**src/design/pfc_cfg.svh**
```systemverilog
`ifndef PFC_CFG_SVH
`define PFC_CFG_SVH
// Register byte offsets on APB
`define PFC_OFF_CTRL 12'h000
`define PFC_OFF_ADDR 12'h004
`define PFC_OFF_WDATA 12'h008
`define PFC_OFF_STATUS 12'h00C
`define PFC_OFF_RDATA 12'h010
`define PFC_OFF_PINS 12'h014
// Control field positions
`define PFC_CTRL_GO 0
`define PFC_CTRL_OP_LSB 1
`define PFC_CTRL_OP_MSB 4
`define PFC_CTRL_IDHV 5
// Command codes written on the flash bus
`define PFC_UNLOCK_ADDR1 19'h05555
`define PFC_UNLOCK_ADDR2 19'h02AAA
`define PFC_UNLOCK_DATA1 8'hAA
`define PFC_UNLOCK_DATA2 8'h55
`define PFC_CMD_RESET 8'hF0
`define PFC_CMD_AUTOSEL 8'h90
`define PFC_CMD_PROGRAM 8'hA0
`define PFC_CMD_ERASE_SETUP 8'h80
`define PFC_CMD_CHIP_ERASE 8'h10
`define PFC_CMD_SECTOR_ERASE 8'h30
`define PFC_CMD_SUSPEND 8'hB0
`define PFC_CMD_RESUME 8'h30
// Identification offsets
`define PFC_ID_MFR_ADDR 19'h00000
`define PFC_ID_DEV_ADDR 19'h00001
`define PFC_ID_PROT_ADDR 19'h00002
// Bus cycle phase length in clocks (10 ns each)
`define PFC_PHASE_NS 60
`define PFC_CLK_NS 10
`define PFC_PHASE_CYC (((`PFC_PHASE_NS)+(`PFC_CLK_NS)-1)/(`PFC_CLK_NS))
`endif

```
**src/design/pfc_pkg.sv**
```systemverilog
package pfc_pkg;
    // Operations software may order through the control register
    typedef enum logic [3:0] {
        PFC_OP_READ, PFC_OP_RESET1, PFC_OP_RESET3, PFC_OP_AUTOSEL,
        PFC_OP_PROGRAM, PFC_OP_CHIP_ERASE, PFC_OP_SECTOR_ERASE,
        PFC_OP_SUSPEND, PFC_OP_RESUME, PFC_OP_RAW_WRITE
    } pfc_op_e;
    // Flash bus cycle engine states
    typedef enum logic [2:0] {
        PFC_CY_IDLE, PFC_CY_SETUP, PFC_CY_STROBE, PFC_CY_HOLD, PFC_CY_DONE
    } pfc_cy_e;
endpackage

```
**src/design/pfc_cycle.sv**
```systemverilog
`timescale 1ns/1ps
`include "pfc_cfg.svh"
// One flash bus cycle: a write strobe or an output-enabled read
module pfc_cycle #(
    parameter int PHASE = `PFC_PHASE_CYC
) (
    input wire logic clock,
    input wire logic rst,
    input wire logic start,
    input wire logic is_write,
    input wire logic [18:0] addr,
    input wire logic [7:0] wdata,
    input wire logic [7:0] data_in,
    output logic done,
    output logic [7:0] rdata,
    output logic [18:0] addr_pin,
    output logic [7:0] data_out,
    output logic data_oe,
    output logic chip_en_n,
    output logic out_en_n,
    output logic wr_en_n
);
    typedef struct packed {
        pfc_pkg::pfc_cy_e st;
        logic [7:0] cnt;
        logic wr;
        logic done;
        logic [7:0] rdata;
        logic [18:0] addr;
        logic [7:0] dout;
        logic oe;
        logic ce_n;
        logic oe_n;
        logic we_n;
    } pfc_cyc_s;
    pfc_cyc_s s_q, s_d;
    logic [7:0] din_a_q, din_b_q, din_c_q;

    // Three-stage capture of data pins; value used once stages two and three agree
    always_ff @(posedge clock) begin
        din_a_q <= data_in;
        din_b_q <= din_a_q;
        din_c_q <= din_b_q;
    end

    // Address set before either strobe falls, data held past the rising edge
    always_comb begin
        s_d = s_q;
        s_d.done = 1'b0;
        case (s_q.st)
            pfc_pkg::PFC_CY_IDLE: begin
                if (start) begin
                    s_d.st = pfc_pkg::PFC_CY_SETUP;
                    s_d.wr = is_write;
                    s_d.addr = addr;
                    s_d.dout = wdata;
                    s_d.oe = is_write; // Drive only on writes, never into a read
                    s_d.cnt = 8'(PHASE);
                end
            end
            pfc_pkg::PFC_CY_SETUP: begin
                s_d.ce_n = 1'b0;
                s_d.cnt = s_q.cnt - 8'h01;
                if (s_q.cnt == 8'h00) begin
                    s_d.st = pfc_pkg::PFC_CY_STROBE;
                    s_d.cnt = 8'(PHASE);
                    s_d.we_n = ~s_q.wr;
                    s_d.oe_n = s_q.wr;
                end
            end
            pfc_pkg::PFC_CY_STROBE: begin
                // Waits at zero for settled data rather than wrapping round
                if (s_q.cnt != 8'h00)
                    s_d.cnt = s_q.cnt - 8'h01;
                if (s_q.cnt == 8'h00 && din_b_q == din_c_q) begin
                    s_d.st = pfc_pkg::PFC_CY_HOLD;
                    s_d.rdata = din_c_q;
                    s_d.we_n = 1'b1;
                    s_d.oe_n = 1'b1;
                    s_d.cnt = 8'(PHASE);
                end
            end
            pfc_pkg::PFC_CY_HOLD: begin
                s_d.cnt = s_q.cnt - 8'h01;
                if (s_q.cnt == 8'h00) begin
                    s_d.ce_n = 1'b1;
                    s_d.oe = 1'b0;
                    s_d.st = pfc_pkg::PFC_CY_DONE;
                end
            end
            pfc_pkg::PFC_CY_DONE: begin
                s_d.done = 1'b1;
                s_d.st = pfc_pkg::PFC_CY_IDLE;
            end
            default: s_d.st = pfc_pkg::PFC_CY_IDLE;
        endcase
    end

    always_ff @(posedge clock) begin
        if (rst) begin
            s_q <= '0;
            s_q.ce_n <= 1'b1;
            s_q.oe_n <= 1'b1;
            s_q.we_n <= 1'b1;
        end else begin
            s_q <= s_d;
        end
    end

    assign done = s_q.done;
    assign rdata = s_q.rdata;
    assign addr_pin = s_q.addr;
    assign data_out = s_q.dout;
    assign data_oe = s_q.oe;
    assign chip_en_n = s_q.ce_n;
    assign out_en_n = s_q.oe_n;
    assign wr_en_n = s_q.we_n;
endmodule

```
**src/design/pfc_host.sv**
```systemverilog
// Local design decisions: the register addresses and register access over APB.
`timescale 1ns/1ps
`include "pfc_cfg.svh"
// Overview of operation
// - High voltage on id pin selects identification, reading A0, A1, A6
// - Host writes with write enable low, chip enable low, output high
// - Reset is F0 anywhere, or AA, 55, F0 unlock form
// - Unlock then 90 enters identification at offsets zero and one
// - Program is unlock, A0, then data to the target address
// - Erase is unlock, 80, unlock, then 10 chip or 30 sector
// - Chip and output enable low, write high, reads array data
module pfc_host (
    input wire logic clock,
    input wire logic rst,
    input wire logic [11:0] paddr,
    input wire logic psel,
    input wire logic penable,
    input wire logic pwrite,
    input wire logic [31:0] pwdata,
    output logic [31:0] prdata,
    output logic pready,
    output logic pslverr,
    output logic [18:0] flash_addr,
    input wire logic [7:0] flash_data_in,
    output logic [7:0] flash_data_out,
    output logic flash_data_oe,
    output logic chip_enable_n,
    output logic output_enable_n,
    output logic write_enable_n,
    output logic identifier_high_voltage
);
    typedef struct packed {
        logic busy;
        logic err;
        logic [3:0] op;
        logic [2:0] step;
        logic [2:0] nsteps;
        logic [18:0] addr;
        logic [7:0] wdata;
        logic [7:0] rdata;
        logic idhv;
        logic wr_ok;
        logic start;
        logic [31:0] prdata;
        logic pready;
        logic pslverr;
    } pfc_host_s;
    pfc_host_s s_q, s_d;
    logic cyc_done;
    logic [7:0] cyc_rdata;
    logic [18:0] cyc_addr_w, pin_addr;
    logic [7:0] cyc_wdata_w, pin_dout;
    logic cyc_is_wr, pin_oe, pin_ce_n, pin_oe_n, pin_we_n;
    logic [26:0] cyc_word;

    // Number of bus cycles each ordered operation needs
    function automatic logic [2:0] op_len(input logic [3:0] op);
        case (op)
            4'(pfc_pkg::PFC_OP_RESET3): op_len = 3'h3;
            4'(pfc_pkg::PFC_OP_AUTOSEL): op_len = 3'h3;
            4'(pfc_pkg::PFC_OP_PROGRAM): op_len = 3'h4;
            4'(pfc_pkg::PFC_OP_CHIP_ERASE): op_len = 3'h6;
            4'(pfc_pkg::PFC_OP_SECTOR_ERASE): op_len = 3'h6;
            default: op_len = 3'h1;
        endcase
    endfunction

    // Address and data of step n; unlock pairs come first in every multi-cycle sequence
    function automatic logic [26:0] step_word(input logic [3:0] op,
            input logic [2:0] n, input logic [18:0] a, input logic [7:0] d);
        logic [26:0] w;
        w = {a, d};
        if (op_len(op) != 3'h1) begin
            if (n == 3'h0 || n == 3'h3)
                w = {`PFC_UNLOCK_ADDR1, `PFC_UNLOCK_DATA1};
            else if (n == 3'h1 || n == 3'h4)
                w = {`PFC_UNLOCK_ADDR2, `PFC_UNLOCK_DATA2};
        end
        if (n == 3'h2) begin
            case (op)
                4'(pfc_pkg::PFC_OP_RESET3):
                    w = {`PFC_UNLOCK_ADDR1, `PFC_CMD_RESET};
                4'(pfc_pkg::PFC_OP_AUTOSEL):
                    w = {`PFC_UNLOCK_ADDR1, `PFC_CMD_AUTOSEL};
                4'(pfc_pkg::PFC_OP_PROGRAM):
                    w = {`PFC_UNLOCK_ADDR1, `PFC_CMD_PROGRAM};
                default: w = {`PFC_UNLOCK_ADDR1, `PFC_CMD_ERASE_SETUP};
            endcase
        end
        if (n == 3'h3 && op == 4'(pfc_pkg::PFC_OP_PROGRAM))
            w = {a, d};
        if (n == 3'h5) begin
            if (op == 4'(pfc_pkg::PFC_OP_CHIP_ERASE))
                w = {`PFC_UNLOCK_ADDR1, `PFC_CMD_CHIP_ERASE};
            else
                w = {a, `PFC_CMD_SECTOR_ERASE};
        end
        if (n == 3'h0) begin
            case (op)
                4'(pfc_pkg::PFC_OP_RESET1): w = {a, `PFC_CMD_RESET};
                4'(pfc_pkg::PFC_OP_SUSPEND): w = {a, `PFC_CMD_SUSPEND};
                4'(pfc_pkg::PFC_OP_RESUME): w = {a, `PFC_CMD_RESUME};
                default: ;
            endcase
        end
        step_word = w;
    endfunction

    // APB slave and sequencer; every access answers in its first access cycle
    always_comb begin
        s_d = s_q;
        s_d.start = 1'b0;
        s_d.pready = 1'b0;
        s_d.pslverr = 1'b0;
        if (psel && !penable) begin
            s_d.pready = 1'b1;
            s_d.prdata = 32'h00000000;
            case (paddr)
                `PFC_OFF_CTRL:
                    s_d.prdata = {26'h0, s_q.idhv, s_q.op, 1'b0};
                `PFC_OFF_ADDR: s_d.prdata = {13'h0, s_q.addr};
                `PFC_OFF_WDATA: s_d.prdata = {24'h0, s_q.wdata};
                `PFC_OFF_STATUS: s_d.prdata = {30'h0, s_q.err, s_q.busy};
                `PFC_OFF_RDATA: s_d.prdata = {24'h0, s_q.rdata};
                `PFC_OFF_PINS:
                    s_d.prdata = {22'h0, pin_ce_n, pin_oe_n, s_q.rdata};
                default: s_d.pslverr = 1'b1;
            endcase
            // Decided at setup so the answer and the effect agree
            s_d.wr_ok = pwrite && !s_q.busy;
            if (pwrite && s_q.busy)
                s_d.pslverr = 1'b1; // Refused while a sequence runs
        end
        // A write lands only at the edge that completes the access
        if (psel && penable && s_q.pready && s_q.wr_ok) begin
            case (paddr)
                `PFC_OFF_CTRL: begin
                    s_d.idhv = pwdata[`PFC_CTRL_IDHV];
                    if (pwdata[`PFC_CTRL_GO]) begin
                        s_d.op = pwdata[`PFC_CTRL_OP_MSB:`PFC_CTRL_OP_LSB];
                        s_d.nsteps = op_len(s_d.op);
                        s_d.step = 3'h0;
                        s_d.busy = 1'b1;
                        s_d.err = 1'b0;
                        s_d.start = 1'b1;
                    end
                end
                `PFC_OFF_ADDR: s_d.addr = pwdata[18:0];
                `PFC_OFF_WDATA: s_d.wdata = pwdata[7:0];
                `PFC_OFF_STATUS: ;
                `PFC_OFF_RDATA: ;
                `PFC_OFF_PINS: ;
                default: ;
            endcase
        end
        // Advance through the command steps as each bus cycle ends
        if (s_q.busy && cyc_done) begin
            if (s_q.op == 4'(pfc_pkg::PFC_OP_READ))
                s_d.rdata = cyc_rdata;
            if (s_q.step + 3'h1 >= s_q.nsteps) begin
                s_d.busy = 1'b0;
            end else begin
                s_d.step = s_q.step + 3'h1;
                s_d.start = 1'b1;
            end
        end
    end

    assign cyc_is_wr = s_q.op != 4'(pfc_pkg::PFC_OP_READ);
    assign cyc_word = step_word(s_q.op, s_q.step, s_q.addr, s_q.wdata);
    assign cyc_addr_w = cyc_word[26:8];
    assign cyc_wdata_w = cyc_word[7:0];

    pfc_cycle u_cycle (
        .clock(clock),
        .rst(rst),
        .start(s_q.start),
        .is_write(cyc_is_wr),
        .addr(cyc_addr_w),
        .wdata(cyc_wdata_w),
        .data_in(flash_data_in),
        .done(cyc_done),
        .rdata(cyc_rdata),
        .addr_pin(pin_addr),
        .data_out(pin_dout),
        .data_oe(pin_oe),
        .chip_en_n(pin_ce_n),
        .out_en_n(pin_oe_n),
        .wr_en_n(pin_we_n)
    );

    always_ff @(posedge clock) begin
        if (rst) begin
            s_q <= '0;
        end else begin
            s_q <= s_d;
        end
    end

    assign prdata = s_q.prdata;
    assign pready = s_q.pready;
    assign pslverr = s_q.pslverr;
    assign flash_addr = pin_addr;
    assign flash_data_out = pin_dout;
    assign flash_data_oe = pin_oe;
    assign chip_enable_n = pin_ce_n;
    assign output_enable_n = pin_oe_n;
    assign write_enable_n = pin_we_n;
    assign identifier_high_voltage = s_q.idhv;
endmodule

```
**config.mk**
```make
export PLATFORM = sky130hd
export DESIGN_NAME = pfc_host
export DESIGN_NICKNAME = d
export VERILOG_FILES = /design/src/design/pfc_pkg.sv /design/src/design/pfc_cycle.sv /design/src/design/pfc_host.sv
export VERILOG_INCLUDE_DIRS = /design/src /design/src/design
export SDC_FILE = /design/constraint.sdc
export NUM_CORES = 1
export LEC_CHECK = 0
export BUFFER_PORTS_ARGS = -buffer_cell sky130_fd_sc_hd__clkbuf_2
export CAP_MARGIN = 20
export CELL_PAD_IN_SITES_DETAIL_PLACEMENT = 0
export CELL_PAD_IN_SITES_GLOBAL_PLACEMENT = 1
export CORE_MARGIN = 10
export CORE_UTILIZATION = 44
export DETAILED_ROUTE_END_ITERATION = 16
export PLACE_DENSITY_LB_ADDON = 0.1
export SLEW_MARGIN = 30
export SYNTH_ARGS = -nofsm -noshare
export SYNTH_HDL_FRONTEND = slang
export SYNTH_HIERARCHICAL = 1
export SYNTH_SLANG_ARGS = --single-unit
```
**constraint.sdc**
```tcl
create_clock -name clock -period 6.4 [get_ports clock]
set_input_delay 1.28 -clock clock [delete_from_list [all_inputs] [get_ports clock]]
set_output_delay 1.28 -clock clock [all_outputs]
set_load 0.05 [all_outputs]
```
* Word level (Yosys, flattened, before mapping)
Index checks and enable logic that the tools add are counted.
** Word-level totals
- Register bits after elaboration :: 146
- Input bits :: 57
- Output and inout port bits :: 66
** Operators by class
- Add/subtract/negate cells :: 2
- $lt $le $gt $ge :: 1
- Equality and inequality tests :: 34
- Muxes and demuxes :: 45
- Bitwise logic cells :: 2
- Reduce and logical (&&, ||, !) cells :: 42
** Operators with widths (count)
- $mux W27 :: 8
- $pmux W19 S6 :: 1
- $pmux W27 S3 :: 1
- $mux W39 :: 1
- $mux W12 :: 3
- $pmux W8 S4 :: 1
- $eq A4 B3 Y1 const B :: 7
- $eq A12 B4 Y1 const B :: 2
- $eq A12 B5 Y1 const B :: 2
- $mux W11 :: 2
- $pmux W7 S3 :: 1
- $mux W19 :: 1
- $pmux W3 S3 :: 2
- $eq A4 B2 Y1 const B :: 4
- $mux W8 :: 2
- $reduce_and A2 Y1 :: 7
- $eq A12 B3 Y1 const B :: 1
- $eq A3 B2 Y1 const B :: 4
- $logic_not A12 Y1 :: 1
- $pmux W3 S4 :: 1
- $reduce_and A3 Y1 :: 4
- $mux W1 :: 11
- $reduce_or A2 Y1 :: 5
- $eq A3 B3 Y1 const B :: 3
- other kinds (26) :: 51

* Depth between registers and ports, before layout
- Word-level depth :: 10
- Depth in mapped cells :: 10
- Depth with buffers taken out :: 9

* Modules after synthesis
The synthesis kept the hierarchy.
** Modules (own cells, without submodules)
- pfc_host :: times used 1, cells each 467, area an instance 3658.5 µm²
- pfc_cycle :: times used 1, cells each 319, area an instance 2941.6 µm²

* Worst setup path after synthesis
Ideal clock, no wire load.
- Path kind :: input to register
- From :: input paddr[9]
- To :: register s_q[73] (netlist bit)
- Data arrival time :: 3.391 ns
- Slack :: 2.939 ns
- Stages :: 6
- Buffers on the path :: 1
- Cell sequence :: or4_1 -> or4_1 -> buf_2 -> or4b_1 -> or3_1 -> a21oi_1
** Between the ends
- Cells in the longest elaborated chain, start to end :: 2
** RTL lines
- from (decl) :: line pfc_host.sv:15 : input wire logic [11:0] paddr,
- $logic_not A12 Y1 :: line pfc_host.sv:136 : case (paddr)
- $reduce_and A3 Y1 (no source line)
- to (signal assigned) :: line pfc_host.sv:194 : s_q <= '0;
- to (signal assigned) :: line pfc_host.sv:196 : s_q <= s_d;
- to (decl) :: line pfc_host.sv:48 : pfc_host_s s_q, s_d;
Every way passes these cells.
A chain may end at the register's enable or synchronous reset.

* Final worst setup path
Ends and elaborated chain as after synthesis.

==> metrics.cfg <==
[place]
gp_congestion=0.860
placed_area_um2=6750
preCtsSetupSlack_ns=2.46
dp_hpwl_mm=12.1
portBuffers=96

[power_and_ir_drop]
power_switching_share=0.213
ir_worst_vdd_v=0.000189
p_comb_frac=0.036
internal_power_mw=1.59
leakage_nw=2.86
pwr-share-clk=0.509
seqPwrFrac=0.455
switchingPower_uw=431
power-per-cell-area_nw_per_um2=275

[worst_setup_path]
cp-endpoint=s_q[73]
ff2ff_path_depth=9
rr_startpoint=s_q[75]
cp.arrival_ns=3.90
crit_top_cell=or4_1
path_buf_inv=1
cp_data_required_time_ns=6.74
ff2ff_setup_slack_ns=3.56
path_max_fanout=11
critPathTopFamily=simple AND/OR/NAND/NOR gates
slowest_stage=or4b_1
critPathKind=input pin to flip-flop
cp.depth=6
crit_path_start_kind=input pin
end_kind=flip-flop
critPathMaxStageDelay_ns=0.78
worstReg2RegEnd=u_cycle/addr_pin[1]
crit_path_start=paddr[9]
path_cells=clkbuf_2, or4_1, or4_1, or4b_1, or3_1, a21oi_1

[yosys]
async_reset_ff_frac=0
ys_seq_elements=146
yosysMostFrequentCell=nand2_1
ys_types=56
synth_common_cells=154 x nand2_1, 146 x dfxtp_1, 79 x a21oi_1, 67 x buf_4, 51 x nor2_1
netlist_instances=786
synth_area_leader_cell=dfxtp_1
ys.flop_type=dfxtp_1
syn_area_um2=6600
synth_edf_count=0
synth_warnings=6
netlist.area_leader.share=0.443
synth.avg_cell_area_um2=8.40
seq_area_frac_synth=0.443
synthTopCellsByArea=dfxtp_1 44%, nand2_1 8.8%, buf_4 7.6%, a21oi_1 6.0%, mux2i_1 3.9%

[clocking]
postCtsSetupBuffers=0
post_cts_resize_count=0
clockBufferDepth=2
clk_pin_slew_worst_paths_ns=0.06
cts_hold_buf=0
cts_tree=built
insertion_delay_ns=0.42
clock-root-buffer=clkbuf_16
cts-htree-levels=4
clock-sinks=146
cts_inserted_buffers=17

[floorplan]
coreArea_um2=14600
die_y_um=142
initial_utilization=0.452
die-area_um2=20300
rows=44
ioPinCount=123
die_x_um=142

[drt]
final_antenna_net_count=0
vias=5233
wirelength_mm=16.6
drtPass1Iterations=5
wl_per_cell_um=16.4
drc_errors=0
drt_iter0_markers=291
viasPerCell=5.19

[sta]
hold_violations=0
drv_slew=0
finalSetupTns_ns=0
worst_slack_ns=2.85
tightestPinTransition_ns=0.887
finClkSkew_ns=0.00427
setup_viol=0
fmax_ghz=0.281
fin_crit_sh=0.555
slew_headroom=0.407
rsz0062_at_grt=no
whs_ns=0.324
period_minus_slack_ns=3.55

[global_routing]
grt_pass1_wl_mm=26.0
grt_max_degree=57
grt_overflow=0
grt_util_all_layers=0.159
antenna_found_initial=0
grt_pass1_vias=5067

[cells_and_area]
antenna_cells=0
finalNetCount=880
layout-drive-gt1-share=0.176
fin_area_um2=7370
fillers=1415
syn_to_final_growth_pct=11.7

[outcome]
status=complete, no violations

[hold_path]
hp-class=flip-flop to flip-flop

[flow_run]
cap_violations=0

==> flip-flops by register name (all words and copies together) (netlist names), 8 cells and up <==
signal	flops
u_cycle/s_q	12
u_cycle/din_b_q	8
prdata	19
u_cycle/addr_pin	19
u_cycle/din_a_q	8
u_cycle/rdata	8
u_cycle/din_c_q	8
u_cycle/data_out	8
s_q	48
==> cells in the final DEF, fill, tap and decap left out, types with 3 or more instances in the layout <==
cell and count:
xor2_1 9, nand2_1 154, inv_1 17, nor2_1 51, nand3_1 7, conb_1 13
a21oi_1 79, mux2i_1 26, a21o_1 9, a31oi_1 4, and3_1 4, nand4_1 3
nor4_1 3, o31ai_1 6, nor2b_1 9, nor3_1 11, o21ai_0 29, o21a_1 4
ha_1 10, or4_1 6, clkbuf_16 17, or3_1 6, nor3b_1 6, bufinv_16 4
nand3b_1 4, a22o_1 11, nand4b_1 3, a211oi_1 7, o21ai_1 3, nand2b_1 10
a22oi_1 7, clkbuf_2 95, clkinvlp_4 4, dfxtp_1 146, buf_4 7
==> worst reg2reg max path: stages (launching register included) <==
cell and delay (ns):
dfxtp_1 0.42, inv_1 0.12, ha_1 0.24, or4b_2 0.68
o21ai_0 0.12, nor3b_1 0.75, nor2_1 0.10, nor2_1 0.14
nand2_1 0.08, a21oi_1 0.12
==> worst min-delay path by stage <==
stage | cells past startpoint | startpoint | end | slack (ns)
6_report | 0 | u_cycle/din_a_q[7] | u_cycle/din_b_q[7] | 0.32
2_1_floorplan | 0 | u_cycle/din_a_q[0] | u_cycle/din_b_q[0] | 0.31
4_1_cts | 0 | u_cycle/din_a_q[3] | u_cycle/din_b_q[3] | 0.33
3_3_place_gp | 0 | u_cycle/din_a_q[2] | u_cycle/din_b_q[2] | 0.31
3_5_place_dp | 0 | u_cycle/din_a_q[3] | u_cycle/din_b_q[3] | 0.31
5_1_grt | 0 | u_cycle/din_a_q[2] | u_cycle/din_b_q[2] | 0.33
==> stage by stage <==
stage	util	power (mW)	std cells
after floorplan	-	0.994	798
after global placement	0.462	1.01	977
after detailed placement	0.463	1.01	978
after CTS	0.504	2.05	1008
after global routing	0.505	2.09	1008
final	0.505	2.02	1008
==> cell families after synthesis <==
kind of cell | Yosys count | share of synthesized area
AO/OA/AOI/OAI | 173 | 0.159
XOR/XNOR | 11 | 0.0146
adder cells (fa/ha/maj) | 10 | 0.0190
buffers and inverters | 125 | 0.112
flip-flops | 146 | 0.443
multiplexers | 28 | 0.0428
other | 1 | 0.000568
AND/OR/NAND/NOR | 292 | 0.209
==> per-layer routing <==
layer  vias up  track usage  share of wire
li1       2665            -              -
met1      2422        0.206           0.47
met2       130        0.250           0.46
met3        16       0.0447          0.059
met4         0       0.0495          0.010
met5         -            0              0
==> area by class of cell <==
cell class | instances | area [um^2] | share of cell area
clock buffer | 20 | 447 | 0.0606
clock inverter | 10 | 160 | 0.0217
inverter | 17 | 63.8 | 0.00865
multi-input combinational | 527 | 3010 | 0.408
sequential | 146 | 2920 | 0.396
tap | 184 | 230 | 0.0312
timing repair buffer | 104 | 544 | 0.0738
==> power by group through the flow <==
stage | Combinational (mW) | Sequential, mW | Clock [mW]
after floorplan | 0.0509 | 0.943 | 0
after global placement | 0.0715 | 0.942 | 0
after detailed placement | 0.0720 | 0.942 | 0
after CTS | 0.0723 | 0.922 | 1.05
after global routing | 0.0778 | 0.923 | 1.09
final | 0.0724 | 0.922 | 1.03
No activity file was read; power rests on OpenSTA's default activity.
